[config.mk]
export PLATFORM = sky130hd
export DESIGN_NAME = stc_top
export DESIGN_NICKNAME = d
export VERILOG_FILES = /design/src/inc/stc_pkg.sv /design/src/verilog/stc_sync.sv /design/src/verilog/stc_top.sv
export SDC_FILE = /design/constraint.sdc
export NUM_CORES = 1
export LEC_CHECK = 0
export ABC_AREA = 1
export BUFFER_PORTS_ARGS = -buffer_cell sky130_fd_sc_hd__buf_2
export CORE_MARGIN = 4
export CORE_UTILIZATION = 40
export CTS_CLUSTER_SIZE = 8
export DETAILED_ROUTE_END_ITERATION = 12
export GPL_ROUTABILITY_DRIVEN = 0
export PLACE_DENSITY_LB_ADDON = 0.12
export SETUP_SLACK_MARGIN = 0.3
export SYNTH_ARGS = -nofsm -noshare
export SYNTH_HDL_FRONTEND = slang
export SYNTH_HIERARCHICAL = 1
export SYNTH_SLANG_ARGS = --single-unit
[constraint.sdc]
create_clock -name i_clock -period 9.8 [get_ports i_clock]
set_input_delay 0.98 -clock i_clock [delete_from_list [all_inputs] [get_ports i_clock]]
set_output_delay 0.98 -clock i_clock [all_outputs]
set_load 0.03 [all_outputs]
[src/inc/stc_pkg.sv]
// constants and types shared by the scanner trigger cycle controller
package stc_pkg;
  // apb register byte offsets
  localparam logic [7:0] STC_CTRL_OFS  = 8'h00;
  localparam logic [7:0] STC_COUNT_OFS = 8'h04;
  localparam logic [7:0] STC_WIN_OFS   = 8'h08;
  localparam logic [7:0] STC_WDOG_OFS  = 8'h0C;
  localparam logic [7:0] STC_STAT_OFS  = 8'h10;
  localparam logic [7:0] STC_CMD_OFS   = 8'h14;
  localparam logic [7:0] STC_ISTAT_OFS = 8'h18;
  localparam logic [7:0] STC_IMASK_OFS = 8'h1C;
  // ctrl field positions
  localparam int STC_TYPE_LSB  = 0;
  localparam int STC_INV_BIT   = 2;
  localparam int STC_CLAS_BIT  = 3;
  localparam int STC_WDEN_BIT  = 4;
  localparam int STC_INT_LSB   = 5;
  localparam int STC_HWD_BIT   = 7;
  localparam int STC_SWD_LSB   = 8;
  // count / window field positions (each field 7 bits)
  localparam int STC_F0_LSB    = 0;
  localparam int STC_F1_LSB    = 8;
  localparam int STC_F2_LSB    = 16;
  // command bits
  localparam int STC_CMD_START = 0;
  localparam int STC_CMD_END   = 1;
  // reset values
  localparam logic [9:0] STC_CTRL_RST = 10'h003;
  localparam logic [6:0] STC_SBE_RST  = 7'h00;
  localparam logic [6:0] STC_WIN_RST  = 7'h03;
  localparam logic [6:0] STC_TTIM_RST = 7'h00;
  localparam logic [6:0] STC_ON_RST   = 7'h64;
  localparam logic [6:0] STC_DLY_RST  = 7'h00;
  localparam logic [7:0] STC_WDOG_RST = 8'h0A;
  // value limits
  localparam logic [6:0] STC_MAX_SET  = 7'h63;
  localparam logic [7:0] STC_MAX_PCT  = 8'h64;
  // timing: one timer step, and the clock period
  localparam int STC_STEP_US   = 10000;
  localparam int STC_CLK_NS    = 20;
  localparam int STC_STEP_CYC  = STC_STEP_US * 1000 / STC_CLK_NS;
  // trigger types
  typedef enum logic [1:0] {
    STC_TRIG_SERIAL = 2'h0,
    STC_TRIG_CONT_T = 2'h1,
    STC_TRIG_CONT_X = 2'h2,
    STC_TRIG_HW     = 2'h3
  } stc_trig_t;
  // laser intensity modes
  typedef enum logic [1:0] {
    STC_INT_LOW  = 2'h0,
    STC_INT_HIGH = 2'h1,
    STC_INT_AUTO = 2'h2,
    STC_INT_ALT  = 2'h3
  } stc_int_t;
  // cycle state, one-hot
  typedef enum logic [3:0] {
    STC_IDLE   = 4'h1,
    STC_ACTIVE = 4'h2,
    STC_DRAIN  = 4'h4,
    STC_HOLD   = 4'h8
  } stc_state_t;
  // interrupt status bits
  localparam int STC_EV_TX = 0;
  localparam int STC_EV_NR = 1;
  localparam int STC_EV_HW = 2;
  localparam int STC_EV_WD = 3;
endpackage

[src/verilog/stc_sync.sv]
// two flip-flop synchroniser for asynchronous pins
`timescale 1ns/1ps
module stc_sync #(
  parameter int W = 1
) (
  // clock and reset
  input  wire logic         i_clock,
  input  wire logic         i_rst,
  input  wire logic         i_clk_en,
  // pins in, synchronised levels out
  input  wire logic [W-1:0] i_async,
  output logic      [W-1:0] o_sync
);
  logic [W-1:0] meta_reg;

  // first stage feeds only the second stage
  always_ff @(posedge i_clock or posedge i_rst)
  begin
    if (i_rst)
    begin
      meta_reg <= '0;
      o_sync   <= '0;
    end
    else if (i_clk_en)
    begin
      meta_reg <= i_async;
      o_sync   <= meta_reg;
    end
  end
endmodule // stc_sync

[src/verilog/stc_top.sv]
// scanner trigger cycle controller with apb registers
`timescale 1ns/1ps
module stc_top
  import stc_pkg::*;
#(
  parameter int TICK_CYCLES = STC_STEP_CYC
) (
  // clock, reset, enable
  input  wire logic        i_clock,
  input  wire logic        i_rst,
  input  wire logic        i_clk_en,
  // apb slave
  input  wire logic        i_psel,
  input  wire logic        i_penable,
  input  wire logic        i_pwrite,
  input  wire logic [7:0]  i_paddr,
  input  wire logic [31:0] i_pwdata,
  output logic             o_pready,
  output logic [31:0]      o_prdata,
  output logic             o_pslverr,
  // pins: trigger sensor and failure detectors
  input  wire logic        i_trig_pin,
  input  wire logic [2:0]  i_fault_pin,
  // scan engine, same clock
  input  wire logic        i_scan_done,
  input  wire logic        i_decode_valid,
  input  wire logic [6:0]  i_scan_pos,
  input  wire logic        i_proc_done,
  input  wire logic        i_auto_intensity_select,
  // outputs
  output logic             o_laser_on,
  output logic             o_laser_high,
  output logic             o_scan_gate,
  output logic             o_transmit,
  output logic             o_no_read,
  output logic             o_diag_msg,
  output logic [2:0]       o_diag_code,
  output logic [1:0]       o_sw_diag_mode,
  output logic             o_irq
);
  typedef struct packed {
    stc_state_t  state;
    logic [9:0]  ctrl;
    logic [6:0]  sbe;
    logic [6:0]  win;
    logic [6:0]  ttim;
    logic [6:0]  on_pct;
    logic [6:0]  dly_pct;
    logic [7:0]  wdog;
    logic        serial_on;
    logic        trig_prev;
    logic [6:0]  scan_cnt;
    logic [6:0]  dec_cnt;
    logic [31:0] pre;
    logic [6:0]  tick_cnt;
    logic [7:0]  wd_cnt;
    logic [3:0]  istat;
    logic [3:0]  imask;
    logic [2:0]  fault_prev;
    logic        laser;
    logic        high;
    logic        alt;
    logic        xmit;
    logic        noread;
    logic        diag;
    logic [2:0]  diag_code;
    logic        gate;
    logic        irq;
    logic        pready;
    logic [31:0] prdata;
    logic        pslverr;
  } stc_regs_t;

  stc_regs_t  r_reg;
  stc_regs_t  r_next;
  logic       trig_s;
  logic [2:0] fault_s;

  // pins cross into the clock domain first
  stc_sync #(.W(4)) u_sync (
    .i_clock  (i_clock),
    .i_rst    (i_rst),
    .i_clk_en (i_clk_en),
    .i_async  ({i_fault_pin, i_trig_pin}),
    .o_sync   ({fault_s, trig_s})
  );

  // threshold of 00 behaves as 1
  function automatic logic win_met(input logic [6:0] cnt, input logic [6:0] thr);
    win_met = (cnt >= ((thr == 7'h00) ? 7'h01 : thr));
  endfunction

  // scan and decode counters saturate at 99 so they can be compared to settings
  function automatic logic [6:0] sat_inc(input logic [6:0] v);
    sat_inc = (v >= STC_MAX_SET) ? STC_MAX_SET : v + 7'h01;
  endfunction

  // scan, threshold and timer settings above 99 are clamped
  function automatic logic [6:0] clamp99(input logic [6:0] v);
    clamp99 = (v > STC_MAX_SET) ? STC_MAX_SET : v;
  endfunction

  stc_trig_t  ttype;
  logic       trig_en;
  logic       cont;
  logic       tick;
  logic       acc;
  logic       fin;
  logic [7:0] sum;
  logic [6:0] dec_n;
  logic [6:0] scan_n;
  logic [3:0] ev;
  logic [2:0] frise;
  logic       cyc_end;
  logic       wd_exp;

  // whole next-state computation
  always_comb
  begin
    r_next  = r_reg;
    ttype   = stc_trig_t'(r_reg.ctrl[STC_TYPE_LSB +: 2]);
    cont    = (ttype == STC_TRIG_CONT_T) || (ttype == STC_TRIG_CONT_X);
    // pin polarity picks the enabled level
    trig_en = (ttype == STC_TRIG_SERIAL) ? r_reg.serial_on
                                         : (trig_s ^ r_reg.ctrl[STC_INV_BIT]);
    tick    = (r_reg.pre == 32'(TICK_CYCLES - 1));
    acc     = i_psel && i_penable && !r_reg.pready;
    fin     = i_psel && i_penable && r_reg.pready;
    sum     = {1'b0, i_pwdata[STC_F0_LSB +: 7]} + {1'b0, i_pwdata[STC_F1_LSB +: 7]};
    dec_n   = i_decode_valid ? sat_inc(r_reg.dec_cnt) : r_reg.dec_cnt;
    scan_n  = i_scan_done ? sat_inc(r_reg.scan_cnt) : r_reg.scan_cnt;
    ev      = 4'h0;
    frise   = fault_s & ~r_reg.fault_prev;
    cyc_end = 1'b0;
    wd_exp  = 1'b0;
    r_next.xmit      = 1'b0;
    r_next.noread    = 1'b0;
    r_next.diag      = 1'b0;
    r_next.trig_prev = trig_en;
    r_next.fault_prev = fault_s;
    r_next.pre       = tick ? 32'h0000_0000 : r_reg.pre + 32'h0000_0001;
    r_next.scan_cnt  = scan_n;
    r_next.dec_cnt   = dec_n;

    // trigger cycle sequencing
    unique case (r_reg.state)
      STC_IDLE:
      begin
        if (cont)
        begin
          // no scan limit here, only the decode threshold
          if (win_met(dec_n, r_reg.win))
          begin
            r_next.xmit    = 1'b1;
            r_next.dec_cnt = 7'h00;
          end
        end
        else if (trig_en && !r_reg.trig_prev)
        begin
          r_next.state    = STC_ACTIVE;
          r_next.scan_cnt = 7'h00;
          r_next.dec_cnt  = 7'h00;
          r_next.tick_cnt = 7'h00;
          r_next.pre      = 32'h0000_0000;
        end
      end
      STC_ACTIVE:
      begin
        if (tick)
          r_next.tick_cnt = r_reg.tick_cnt + 7'h01;
        // timer of 00 never expires; expiry counts 10 ms steps
        cyc_end = !trig_en || ((r_reg.ttim != 7'h00) && (r_reg.tick_cnt >= r_reg.ttim));
        if (cont)
          r_next.state = STC_IDLE;
        else if ((r_reg.sbe != 7'h00) && (scan_n >= r_reg.sbe) && win_met(dec_n, r_reg.win))
        begin
          // early exit only once both scan count and threshold hold
          r_next.xmit  = 1'b1;
          r_next.state = STC_HOLD;
        end
        else if (cyc_end)
        begin
          r_next.state  = STC_DRAIN;
          r_next.wd_cnt = 8'h00;
          r_next.pre    = 32'h0000_0000;
        end
      end
      STC_DRAIN:
      begin
        if (tick)
          r_next.wd_cnt = r_reg.wd_cnt + 8'h01;
        // watchdog forces the verdict so the host is never left waiting
        wd_exp = r_reg.ctrl[STC_WDEN_BIT] && (r_reg.wd_cnt >= r_reg.wdog);
        if (i_proc_done || wd_exp)
        begin
          if (win_met(dec_n, r_reg.win))
            r_next.xmit = 1'b1;
          else
            r_next.noread = 1'b1;
          ev[STC_EV_WD] = wd_exp && !i_proc_done;
          r_next.state  = STC_HOLD;
        end
      end
      STC_HOLD:
      begin
        // a new cycle needs a fresh trigger edge
        if (!trig_en)
          r_next.state = STC_IDLE;
      end
    endcase

    // laser gating and intensity
    r_next.laser = r_reg.ctrl[STC_CLAS_BIT] || trig_en;
    if (i_scan_done)
      r_next.alt = !r_reg.alt;
    unique case (stc_int_t'(r_reg.ctrl[STC_INT_LSB +: 2]))
      STC_INT_LOW:  r_next.high = 1'b0;
      STC_INT_HIGH: r_next.high = 1'b1;
      STC_INT_AUTO: r_next.high = i_auto_intensity_select;
      STC_INT_ALT:  r_next.high = r_reg.alt;
    endcase

    // window on sweep position, both in percent
    r_next.gate = (i_scan_pos >= r_reg.dly_pct) &&
                  ({1'b0, i_scan_pos} < ({1'b0, r_reg.dly_pct} + {1'b0, r_reg.on_pct}));

    // new failures in the same cycle share one message, their bits together in the code
    if (r_reg.ctrl[STC_HWD_BIT] && (frise != 3'h0))
    begin
      r_next.diag      = 1'b1;
      r_next.diag_code = frise;
      ev[STC_EV_HW]    = 1'b1;
    end
    ev[STC_EV_TX] = r_next.xmit;
    ev[STC_EV_NR] = r_next.noread;

    // apb: first access cycle prepares the answer, second completes it
    // error flag lives only as long as pready so the output needs no gate
    r_next.pready  = acc;
    r_next.pslverr = 1'b0;
    if (acc)
    begin
      r_next.pslverr = 1'b0;
      r_next.prdata  = 32'h0000_0000;
      unique case (i_paddr)
        STC_CTRL_OFS:  r_next.prdata = {22'h0, r_reg.ctrl};
        STC_COUNT_OFS: r_next.prdata = {9'h0, r_reg.ttim, 1'b0, r_reg.win, 1'b0, r_reg.sbe};
        STC_WIN_OFS:
        begin
          r_next.prdata  = {17'h0, r_reg.dly_pct, 1'b0, r_reg.on_pct};
          r_next.pslverr = i_pwrite && (sum > STC_MAX_PCT);
        end
        STC_WDOG_OFS:  r_next.prdata = {24'h0, r_reg.wdog};
        STC_STAT_OFS:  r_next.prdata = {9'h0, r_reg.dec_cnt, 1'b0, r_reg.scan_cnt,
                                        2'h0, trig_en, r_reg.laser, r_reg.state};
        STC_CMD_OFS:   r_next.prdata = {31'h0, r_reg.serial_on};
        STC_ISTAT_OFS: r_next.prdata = {28'h0, r_reg.istat};
        STC_IMASK_OFS: r_next.prdata = {28'h0, r_reg.imask};
        default:       r_next.pslverr = 1'b1;
      endcase
    end
    if (fin && i_pwrite && !r_reg.pslverr)
    begin
      unique case (i_paddr)
        STC_CTRL_OFS:  r_next.ctrl = i_pwdata[9:0];
        STC_COUNT_OFS:
        begin
          r_next.sbe  = clamp99(i_pwdata[STC_F0_LSB +: 7]);
          r_next.win  = clamp99(i_pwdata[STC_F1_LSB +: 7]);
          r_next.ttim = clamp99(i_pwdata[STC_F2_LSB +: 7]);
        end
        STC_WIN_OFS:
        begin
          r_next.on_pct  = i_pwdata[STC_F0_LSB +: 7];
          r_next.dly_pct = i_pwdata[STC_F1_LSB +: 7];
        end
        STC_WDOG_OFS:  r_next.wdog = i_pwdata[7:0];
        STC_CMD_OFS:
        begin
          if (i_pwdata[STC_CMD_START])
            r_next.serial_on = 1'b1;
          else if (i_pwdata[STC_CMD_END])
            r_next.serial_on = 1'b0;
        end
        STC_IMASK_OFS: r_next.imask = i_pwdata[3:0];
        default:       r_next.ctrl = r_reg.ctrl;
      endcase
    end

    // write one clears; a new event in the same cycle wins
    if (fin && i_pwrite && (i_paddr == STC_ISTAT_OFS))
      r_next.istat = r_reg.istat & ~i_pwdata[3:0];
    r_next.istat = r_next.istat | ev;
    r_next.irq   = (r_next.istat & r_next.imask) != 4'h0;
  end

  // single state register; reset clears diag mode so it never persists
  always_ff @(posedge i_clock or posedge i_rst)
  begin
    if (i_rst)
    begin
      r_reg          <= '0;
      r_reg.state    <= STC_IDLE;
      r_reg.ctrl     <= STC_CTRL_RST;
      r_reg.sbe      <= STC_SBE_RST;
      r_reg.win      <= STC_WIN_RST;
      r_reg.ttim     <= STC_TTIM_RST;
      r_reg.on_pct   <= STC_ON_RST;
      r_reg.dly_pct  <= STC_DLY_RST;
      r_reg.wdog     <= STC_WDOG_RST;
    end
    else if (i_clk_en)
      r_reg <= r_next;
  end

  // outputs straight from the state register
  assign o_pready       = r_reg.pready;
  assign o_prdata       = r_reg.prdata;
  assign o_pslverr      = r_reg.pslverr;
  assign o_laser_on     = r_reg.laser;
  assign o_laser_high   = r_reg.high;
  assign o_scan_gate    = r_reg.gate;
  assign o_transmit     = r_reg.xmit;
  assign o_no_read      = r_reg.noread;
  assign o_diag_msg     = r_reg.diag;
  assign o_diag_code    = r_reg.diag_code;
  assign o_sw_diag_mode = r_reg.ctrl[STC_SWD_LSB +: 2];
  assign o_irq          = r_reg.irq;
endmodule // stc_top

-- Word-level counts from Yosys, hierarchy flattened
Index checks and enable logic that the tools add are counted.
- input bits: 61
- output and inout port bits: 46
- logic and storage cells: 188
- flip-flop bits (word level): 175
- $add $sub $neg: 7
- magnitude comparators: 12
- reductions and logical operators: 48
- equality and inequality tests: 27
- muxes and demuxes: 55
- bitwise gates (word level): 7
- operators with widths (operator ; number):
    $pmux W23 S8 ; 1
    $mux W32 ; 4
    $mux W7 ; 12
    $pmux W39 S2 ; 1
    $mux W53 ; 1
    $mux W4 ; 11
    $mux W39 ; 1
    $add A32 B1 Y32 const B ; 1
    $eq A32 B19 Y1 const B ; 1
    $eq A8 B5 Y1 const B ; 4
    $mux W8 ; 4
    $ge A7 B7 Y1 ; 4
    $add A7 B1 Y7 const B ; 3
    $gt A7 B7 Y1 const B ; 3
    $ne A2 B2 Y1 const B ; 9
    $add A7 B7 Y8 ; 2
    $eq A8 B4 Y1 const B ; 2
    $pmux W4 S4 ; 1
    $pmux W8 S2 ; 1
    $logic_and A1 B1 Y1 ; 15
    $ge A7 B7 Y1 const B ; 2
    $mux W14 ; 1
    $reduce_bool A7 Y1 ; 2
    $mux W1 ; 13
    other kinds (36) ; 57

-- Logic depth before layout (Yosys ltp)
Gate-level depths: netlist of run 1.
- depth after elaboration: 12
- depth in mapped cells: 20
- mapped depth without buffers: 20

-- Hierarchy
Netlist of run 1, hierarchy kept.
- by module, submodules not included (module ; instances ; seq. area each (sq um) ; area an instance (sq um) ; cells each):
    stc_top ; 1 ; 4166.5 ; 10884.2 ; 1417
    stc_sync ; 1 ; 200.2 ; 309.0 ; 35

-- Worst setup path before layout of run 1
No wires, ideal clock.
- path type: input to register
- start point: input port i_decode_valid
- end point: register r_reg[77] (netlist bit)
- buffers on the path: 1
- library setup time: 122 ps
- arrival: 2981 ps
- data required time: 9678 ps
- slack: 6697 ps
- stages: 17
- cells stage by stage: inv_1 > nor4_1 > nand3_1 > xor2_1 > nand2_1 > ha_1 > nand2_1 > inv_1 > a21oi_1 > nand3_2 > nand3_1 > nand2_1 > nand2_1 > nand3_2 > nand2_4 > buf_12 > o21ai_2
- cells in the longest elaborated chain, start to end: 6
- RTL lines (what ; RTL line ; text):
    start, declared ; stc_top.sv:26 ; input wire logic i_decode_valid,
    $mux W7 ; stc_top.sv:130 ; dec_n = i_decode_valid ? sat_inc(r_reg.dec_cnt) : r_reg.dec_cnt;
    $ge A7 B7 Y1 ; stc_top.sv:90 ; win_met = (cnt >= ((thr == 7'h00) ? 7'h01 : thr));
    $logic_and A1 B1 Y1 ; stc_top.sv:175 ; else if ((r_reg.sbe != 7'h00) && (scan_n >= r_reg.sbe) && win_met(dec_n, r_reg.win))
    $mux W32 ; stc_top.sv:175 ;
    $mux W32 ; stc_top.sv:173 ; if (cont)
    $pmux W39 S2 ; stc_top.sv:146 ; unique case (r_reg.state)
    end signal, assigned ; stc_top.sv:313 ; r_reg <= r_next;
    end, declared ; stc_top.sv:74 ; stc_regs_t r_reg;
No other way between the ends.
A chain may end at the register's enable or synchronous reset.

-- Final worst setup path of run 1
- start point: input port i_decode_valid
- end point: register r_reg[91] (netlist bit)
Same word-level chain as after synthesis.

==> results of run 1 <==
metal layers:
metal	routed length [µm]	part of all wire [%]	track usage, %	up-vias
met5	7	0.023	0	-
met4	440	1.4	4.157	2
met3	1493	4.9	3.186	28
met2	13780	45	32.14	220
met1	14660	48	29.18	4378
li1	-	-	-	4790
how the worst max path moves through the flow:
stage / from / to / slack [ps] / cells after the start
2_1_floorplan: i_rst / o_diag_code[0]$_DFFE_PP0P_ / 4350 / 1
3_3_place_gp: i_decode_valid / r_reg[91]$_DFFE_PP0P_ / 5840 / 18
3_5_place_dp: i_decode_valid / r_reg[91]$_DFFE_PP0P_ / 5810 / 17
4_1_cts: i_decode_valid / r_reg[91]$_DFFE_PP0P_ / 6270 / 17
5_1_grt: r_reg[103]$_DFFE_PP0P_ / r_reg[91]$_DFFE_PP0P_ / 5930 / 18
6_report: i_decode_valid / r_reg[91]$_DFFE_PP0P_ / 6260 / 17
worst max-delay path, stage by stage:
cell and delay, ps:
buf_2 120, inv_1 80, nor4_1 330, nand3_1 150, xor2_1 160, nand2_1 100, ha_1 290, nand2_1 80
inv_1 50, a21oi_1 160, nand3_2 190, nand3_1 250, nand2_1 110, nand2_1 90, nand3_2 120, nand2_4 440
o21ai_0 130
cells in the final DEF (no fill, tap or decap), drive strengths merged, types with 3 or more instances in the layout:
master	synthesis	routed
o22ai	27	27
conb	1	10
nor3	21	21
a21oi	44	44
nand3	89	89
dfstp	10	10
dfrtp	164	164
o21ai	143	143
nand3b	4	4
nor2	108	108
nor4	9	9
nand4	16	16
xor2	30	30
o211ai	5	5
ha	62	62
clkbuf	11	17
a211oi	3	3
o2111ai	3	3
inv	174	182
buf	61	90
clkinv	1	6
xnor2	18	18
or2	6	6
a31oi	3	3
nand2	419	419
o21a	3	3
layout make-up:
| cell class | instances | area share (%) |
|---|---|---|
| repair buffers | 90 | 3.768 |
| multi-input cells | 1040 | 46.55 |
| inverters | 175 | 5.437 |
| clock buffers | 17 | 3.481 |
| clock inverters | 15 | 1.219 |
| flip-flops and latches | 174 | 35.74 |
| well taps | 372 | 3.809 |
stage by stage:
stage | power, µW | cell area, µm² | worst slack (ps) | cells
after floorplan | 1142 | 11230 | 4347 | 1461
after global placement | 1213 | 11640 | 5843 | 1851
after detailed placement | 1217 | 11640 | 5814 | 1851
after CTS | 1901 | 12220 | 6274 | 1883
after global routing | 1990 | 12220 | 5930 | 1883
final | 1878 | 12220 | 6257 | 1883
kinds of logic after synthesis:
| logic type | count (synthesis) | share of synthesized area [%] |
|---|---|---|
| fa+ha+maj | 64 | 7.288 |
| other cells | 1 | 0.03350 |
| flops | 174 | 39.01 |
| buf+inv | 247 | 10.47 |
| xor+xnor | 48 | 3.756 |
| simple gates | 677 | 26.36 |
| compound gates | 241 | 13.08 |
power groups by stage:
stage	Sequential, µW	Clock (µW)	Combinational, µW
finish	816	676	386
detailed placement	829	0	388
global route	821	723	445
global placement	827	0	385
floorplan	820	0	322
CTS	815	696	390
==> flow_summary.toml, run 1 <==
[timing]
worst_slew_pin_slew_ps = 947.4
fin_crit_ps = 3543
fmax_ghz = 0.2822
hold_violations = 0
maxSlewHeadroom_pct = 36.84
skew_ps = 14.33
rsz0062_at_grt = "no"
maxSlewViolCount = 0
fin_crit_sh_pct = 36.16
finalSetupTns_ps = 0
fin_hold_ws_ps = 472.8
setup_viol = 0

[synth]
yosysMostFrequentCell = "nand2_1"
async_reset_ff_share_pct = 100.0
synth_top_cells_by_area = "dfrtp_1, nand2_1, ha_1, inv_1, o21ai_0"
yosys_warnings = 6
yosys_register_bits = 174
syn_area_mm2 = 0.01119
synth_common_cells = "nand2_1, dfrtp_1, inv_1, nor2_1, o21ai_0"
yosysUniqueCellTypes = 57
ys.flop_type = "dfrtp_1"
ys_seq_area_share_pct = 39.01
yosys.area.top_type = "dfrtp_1"
synth-edff-count = 0
syn_area_per_cell_um2 = 7.709
synth_top_area_share_pct = 36.66
synth_cells = 1452

[clock_network]
htree_levels = 4
cts_resized = 0
cts_num_sinks = 174
cts_tree = "done"
post-cts-setup-buffer-count = 0
root_buffer = "clkbuf_16"
postCtsHoldBufs = 0
clock_path_buffers = 2
path_clk_slew_ps = 80
numCtsBuffers = 17
clk_latency_ps = 440

[worst_hold_path]
worstHoldPathCells = 2
hold_class = "flip-flop to flip-flop"
min_to = "u_sync/meta_reg[1]$_DFFE_PP0P_"
hp-start = "u_sync/meta_reg[1]$_DFFE_PP0P_"

[grt]
antenna_found_initial = 1
grt_pass1_wl_mm = 49.61
grt_max_degree = 102
track_usage_pct = 20.16
overflow = 0
grt_pass1_vias = 9058

[power_and_ir_drop]
p_clk_share_pct = 36.0
pwr_density_cell_mw_per_mm2 = 153.7
power.switching_uw = 658.1
seq_power_share_pct = 43.4
comb_power_share_pct = 20.6
ir_drop_mv = 0.1149
leakage_uw = 0.005975
p_int_uw = 1220
switching_share_pct = 35.04

[setup_path]
crit_fanout = 31
crit_arrival_ps = 3850
path_class = "input pin to flip-flop"
rr_worst_depth = 18
r2r_end = "r_reg[91]$_DFFE_PP0P_"
r2r-start = "r_reg[103]$_DFFE_PP0P_"
cp_data_required_time_ps = 10110
setup.worst_path.end_class = "flip-flop"
rrSetupSlack_ps = 6290
worst_setup_path_start_kind = "input pin"

[die]
fp.dieH_um = 175.3
num_rows = 60
start_util_pct = 41.07
dieWidth_um = 175.3
io_pins = 107
dieArea_mm2 = 0.03072
core_mm2 = 0.02725

[final_layout]
seqCellArea_mm2 = 0.004367
drive_gt1_share_pct = 14.30
multiInputGateArea_mm2 = 0.005688
fin_nets = 1623
area_delta_synth_final_pct = 9.166
antenna_cells = 0
fin_util_pct = 44.84
fill_cells = 2802
largest_reg_flops = 130

[detailed_routing]
drt_iter0_drc = 759
viasPerCell = 5.002
ant_nets = 0
routed-via-count = 9418
drtPass1Iterations = 5
drc = 0
wl_mm = 30.38
wire_per_inst_um = 16.13

[job]
maxCapViolations = 0

[placement]
placement.io_buffers = 86
hpwl_mm = 22.78

[outcome]
status = "finished, final reports clean"
(Power assumes the default switching activity.)
==> inputs of run 2 (changes only) <==
--- a/config.mk
+++ b/config.mk
@@ -5,7 +5,7 @@
 export SDC_FILE = /design/constraint.sdc
 export NUM_CORES = 1
 export LEC_CHECK = 0
-export ABC_AREA = 1
+export ABC_AREA = 0
 export BUFFER_PORTS_ARGS = -buffer_cell sky130_fd_sc_hd__buf_2
 export CORE_MARGIN = 4
 export CORE_UTILIZATION = 40
==> constraint.sdc (replaced) <==
create_clock -name i_clock -period 3.5 [get_ports i_clock]
set_input_delay 0.35 -clock i_clock [delete_from_list [all_inputs] [get_ports i_clock]]
set_output_delay 0.35 -clock i_clock [all_outputs]
set_load 0.03 [all_outputs]
==> run 2 against run 1 <==
Count of clock-buffer cells in the layout unchanged. Global-route usage down 0.80 points. Sequential cell count unchanged. Non-clock buffer count grew 66. Worst hold slack got worse by 340 ps. Worst setup slack lost 6000 ps. Combinational power grew to 5.5 times the previous value. Die area down 4.0%. Core utilization is 4.2 points higher. Synthesized cell count down 22%. Total power rose to 3.6 times the previous value.
==> flow_summary.toml, run 2 <==
[timing]
setup_viol = 0
fin_crit_sh_pct = 92.03
maxSlewHeadroom_pct = 39.93
fin_crit_ps = 3221
maxSlewViolCount = 0
worst_slew_pin_slew_ps = 888.6
hold_violations = 0
fmax_ghz = 0.3104
layout_setup_ws_ps = 278.8
skew_ps = 17.41
rsz0062_at_grt = "yes"
finalSetupTns_ps = 0

[grt]
met3_usage_pct = 3.057
grt_use_met1_pct = 28.01
antenna_found_initial = 0
grt_pass1_wl_mm = 45.26
grt_pass1_vias = 8185
grt_use_met2_pct = 30.48
top_usage_layer = "met2"
overflow = 0
grt_max_degree = 56
track_usage_pct = 19.35

[synth]
yosysMostFrequentCell = "dfrtp_1"
synthXorXnorAreaFrac_pct = 0.8171
synth_top_family_by_area = "compound AO/OA/AOI/OAI gates"
async_reset_ff_share_pct = 100.0
synth_cells = 1127
synthSimpleGateAreaFrac_pct = 17.47
synth_common_cells = "dfrtp_1, nand2_1, o21ai_0, inv_1, ha_1"
syn_area_per_cell_um2 = 9.511
yosysUniqueCellTypes = 84
synth_top_cells_by_area = "dfrtp_1, ha_1, mux2_2, o21ai_0, nand2_1"
ys_seq_area_share_pct = 40.74
yosys.area.top_type = "dfrtp_1"
ys.flop_type = "dfrtp_1"
synth_compound_area_share_pct = 17.57
synth-edff-count = 0
synth_top_area_share_pct = 38.29
post_synth_fa_ha_maj_area_fraction_pct = 7.611
synth_mux_area_share_pct = 8.486
yosys_register_bits = 174
syn_area_mm2 = 0.01072
yosys_warnings = 6

[setup_path]
crit_arrival_ps = 3580
rrSetupSlack_ps = 280
worst_setup_path_start_kind = "flip-flop"
rr_worst_depth = 16
cp_data_required_time_ps = 3850
path_class = "flip-flop to flip-flop"
crit_fanout = 5
setup.worst_path.end_class = "flip-flop"

[power_and_ir_drop]
pwr_density_cell_mw_per_mm2 = 526.7
power.total_uw = 6765
ir_drop_mv = 0.2663
leakage_uw = 0.005881

[final_layout]
finalNonFillerCells = 1578
mostFrequentLayoutCell = "dfrtp_1"
antenna_cells = 0
drive_gt1_share_pct = 27.59
fin_nets = 1355
design_area_mm2 = 0.01284
area_delta_synth_final_pct = 19.82
most-common-layout-cells = "dfrtp_1, nand2_1, buf_2"
largest_reg_flops = 130

[die]
io_pins = 107
dieArea_mm2 = 0.02948
fp.dieH_um = 171.7
dieWidth_um = 171.7
num_rows = 59
core_mm2 = 0.02621
start_util_pct = 40.90

[clock_network]
clock_path_buffers = 2
cts_tree = "done"
numCtsBuffers = 17
root_buffer = "clkbuf_16"
path_clk_slew_ps = 80
htree_levels = 4
clk_latency_ps = 440
cts_num_sinks = 174

[placement]
dp.cells = 1505
place_area_mm2 = 0.01136
placement.io_buffers = 86
dp_worst_setup_slack_ps = 36.81
hpwl_mm = 20.54

[detailed_routing]
viasPerCell = 5.568
routed-via-count = 8786
wl_mm = 29.11
drc = 0
drt_iter0_drc = 602
drtPass1Iterations = 6
ant_nets = 0
wire_per_inst_um = 18.45

[outcome]
status = "finished, final reports clean"

[worst_hold_path]
hold_class = "input pin to flip-flop"
worstHoldPathCells = 2

[job]
maxCapViolations = 0
## run 2: cell types whose count changed after synthesis, sizes merged, moves of 25 or more
cell and change:
xor2 -27, nor2 -51, o22ai -25, o21ai -36, nand2 -294, nand3 -46, inv -104, mux2 +61
## run 2: path summary, 6_finish.rpt
kind	start	endpoint
min in group asynchronous	i_rst	u_sync/o_sync[3]$_DFFE_PP0P_
worst max register to register	r_reg[111]$_DFFE_PP0P_	r_reg[61]$_DFFE_PP0P_
max in group asynchronous	i_rst	r_reg[148]$_DFFE_PP1P_
worst min-delay path	i_fault_pin[0]	u_sync/meta_reg[1]$_DFFE_PP0P_
worst max-delay path	r_reg[111]$_DFFE_PP0P_	r_reg[61]$_DFFE_PP0P_
worst min register to register	o_prdata[11]$_DFFE_PP0P_	o_prdata[11]$_DFFE_PP0P_
## run 2: metrics by stage
step | util [%] | hold WS (ps)
finish | 49.01 | 133.2
global route | 49.01 | 126.7
CTS | 47.71 | 119.3
detailed placement | 43.36 | 342.4
global placement | 43.36 | 342.8
floorplan | - | 165.7
## run 2: final cells by class
type                       instances  area [µm²]
inverter                          70       266.5
multi-input combinational        811        6070
fill                            2465       13360
timing repair buffer             156        1099
tap                              335       419.2
sequential                       174        4367
clock inverter                    15       197.7
clock buffer                      17       425.4
## run 2: timing repair
action,CTS,global route
hold endpoints to repair,8,0
gates cloned,1,2
pin swaps,19,43
endpoints found under the setup margin,34,42
hold buffers,1,0
buffers inserted,23,14
gates resized for setup,54,46
## run 2: metal layers
metal | vias to the layer above | wire length (µm)
li1 | 4252 | -
met1 | 4324 | 14040
met2 | 185 | 13510
met3 | 25 | 1210
met4 | 0 | 356
met5 | - | 0
## run 2: worst max-delay path, cell delays in order, from the launching register on
cell and delay (ps):
dfrtp_1 420, ha_4 180, nor4_4 40, a211oi_4 330
buf_4 170, buf_4 110, nand2_1 60, nand2_2 100
ha_4 200, a21o_1 160, a21oi_2 190, o21ai_4 100
buf_4 160, a31oi_4 260, o21ai_4 100, or4_1 430
a21oi_1 150
## run 2: power by group
part | leakage [µW] | switching, µW | internal, µW
registers | 0.00225 | 298 | 2250
logic | 0.00332 | 1120 | 1030
clock network | 0.000306 | 917 | 1150
total | 0.00588 | 2330 | 4430
## run 2: logic make-up after synthesis
| family | Yosys count |
|---|---|
| other cells | 1 |
| simple gates | 359 |
| buf+inv | 151 |
| xor+xnor | 10 |
| mux | 79 |
| fa+ha+maj | 64 |
| compound gates | 289 |
| flops | 174 |
==> inputs of run 3 (changes only) <==
--- a/config.mk
+++ b/config.mk
@@ -7,12 +7,13 @@
 export LEC_CHECK = 0
 export ABC_AREA = 0
 export BUFFER_PORTS_ARGS = -buffer_cell sky130_fd_sc_hd__buf_2
+export CAP_MARGIN = 25
 export CORE_MARGIN = 4
-export CORE_UTILIZATION = 40
+export CORE_UTILIZATION = 60
 export CTS_CLUSTER_SIZE = 8
 export DETAILED_ROUTE_END_ITERATION = 12
 export GPL_ROUTABILITY_DRIVEN = 0
-export PLACE_DENSITY_LB_ADDON = 0.12
+export PLACE_DENSITY = 0.81
 export SETUP_SLACK_MARGIN = 0.3
 export SYNTH_ARGS = -nofsm -noshare
 export SYNTH_HDL_FRONTEND = slang
==> run 3 against run 2 <==
Sequential cell count unchanged. Global-route usage increased by 7.8 points. Clock power is 15% lower. Worst setup slack got worse by 100 ps.
==> flow_summary.toml, run 3 (synthesis gave the netlist of run 2 again) <==
[detailed_routing]
drc = 0
wire_per_inst_um = 19.19
drt_iter0_drc = 881
drtPass1Iterations = 7
wl_mm = 27.71
viasPerCell = 6.327
routed-via-count = 9136
ant_nets = 0

[power_and_ir_drop]
comb_power_share_pct = 30.5
seq_power_share_pct = 41.1
ir_drop_mv = 0.3962
power.switching_uw = 2109
p_clk_share_pct = 28.4
pwr_density_cell_mw_per_mm2 = 508.6
switching_share_pct = 33.97
leakage_uw = 0.005673
p_int_uw = 4100

[final_layout]
antenna_cells = 0
design_area_mm2 = 0.01221
finalNonFillerCells = 1444
most-common-layout-cells = "dfrtp_1, nand2_1, buf_2"
largest_reg_flops = 130
drive_gt1_share_pct = 24.94
area_delta_synth_final_pct = 13.88
fin_nets = 1332
fill_cells = 1309
mostFrequentLayoutCell = "dfrtp_1"

[grt]
grt_max_degree = 64
grt_pass1_vias = 8964
grt_pass1_wl_mm = 44.14
track_usage_pct = 27.17
antenna_found_initial = 2
overflow = 0

[die]
io_pins = 107
fp.dieH_um = 141.7
start_util_pct = 61.54
dieWidth_um = 141.7
core_mm2 = 0.01742
num_rows = 48
dieArea_mm2 = 0.02007

[timing]
fin_crit_sh_pct = 94.97
maxSlewViolCount = 0
maxSlewHeadroom_pct = 38.90
hold_violations = 0
setup_viol = 0
finalSetupTns_ps = 0
worst_slew_pin_slew_ps = 907.0
fmax_ghz = 0.3008
rsz0062_at_grt = "yes"
fin_crit_ps = 3324
skew_ps = 10.65

[placement]
hpwl_mm = 19.13
dp.cells = 1401
placement.io_buffers = 86
place_area_mm2 = 0.01126

[clock_network]
numCtsBuffers = 17
clk_latency_ps = 430
cts_tree = "done"
root_buffer = "clkbuf_16"
path_clk_slew_ps = 60
clock_path_buffers = 2
cts_num_sinks = 174
htree_levels = 4

[setup_path]
path_class = "flip-flop to flip-flop"
setup.worst_path.end_class = "flip-flop"
crit_fanout = 5
crit_arrival_ps = 3690
worst_setup_path_start_kind = "flip-flop"
cp_data_required_time_ps = 3870

[job]
maxCapViolations = 0

[worst_hold_path]
hold_class = "input pin to flip-flop"

[outcome]
status = "finished, final reports clean"
[run 3: area by class of cell]
type,instances,area (µm²),share of cell area (%)
multi-input cells,811,5873,48.11
clock buffers,26,509.2,4.172
inverters,70,266.5,2.183
flip-flops and latches,174,4367,35.77
repair buffers,133,878.3,7.196
well taps,225,281.5,2.306
clock inverters,5,31.28,0.2563
[run 3: path summary, 6_finish.rpt]
check / from / to / cells past startpoint / slack, ps
max in group asynchronous: i_rst / r_reg[122]$_DFFE_PP1P_ / 5 / 2270
setup reg to reg: r_reg[111]$_DFFE_PP0P_ / r_reg[91]$_DFFE_PP0P_ / 16 / 180
hold reg to reg: o_prdata[10]$_DFFE_PP0P_ / o_prdata[10]$_DFFE_PP0P_ / 2 / 470
setup / recovery: r_reg[111]$_DFFE_PP0P_ / r_reg[91]$_DFFE_PP0P_ / 16 / 180
min in group asynchronous: i_rst / o_no_read$_DFFE_PP0P_ / 3 / 350
hold / removal: i_trig_pin / u_sync/meta_reg[0]$_DFFE_PP0P_ / 2 / 150
[run 3: repair_timing]
action                                 CTS  global route
setup endpoints to repair               35            42
endpoints found under the hold margin    8             0
hold buffers                             1             0
pin swaps                                7            26
buffers inserted                         6             2
gates resized for setup                 12            53
gates cloned                             0             2
[run 3: power by group through the flow]
stage / logic [µW] / clock network [µW] / registers, µW
3_3_place_gp: 1480 / 0 / 2540
4_1_cts: 1670 / 1780 / 2520
5_1_grt: 2070 / 1870 / 2580
3_5_place_dp: 1530 / 0 / 2550
2_1_floorplan: 1070 / 0 / 2520
6_report: 1890 / 1760 / 2550
[run 3: metal layers]
metal	global-route usage [%]	wire [µm]	vias up
li1	-	-	4192
met1	34.75	11230	4484
met2	45.33	13680	372
met3	6.572	1985	84
met4	9.394	769	4
met5	0	50	-
[run 3: metrics by stage]
step	utilization (%)	total power, µW	setup WS, ps	hold slack, ps
after floorplan	-	3590	348.3	165.7
after global placement	64.63	4013	208.1	337.1
after detailed placement	64.63	4072	64.00	338.6
after CTS	68.47	5968	297.3	137.3
after global routing	70.09	6521	20.08	138.1
final	70.09	6209	176.0	147.6
[run 3: worst max-delay path, cell delays in order, from the launching register on]
cell and delay (ps):
dfrtp_1 360, ha_2 220, nor4_4 60, a211oi_2 340
buf_4 190, nand2b_1 100, nand2_1 50, nand2_1 90
o31ai_1 90, ha_2 330, o2111ai_1 110, o21ai_2 210
a31oi_4 140, a211o_4 410, clkbuf_16 170, or3_4 320
o21ai_2 60
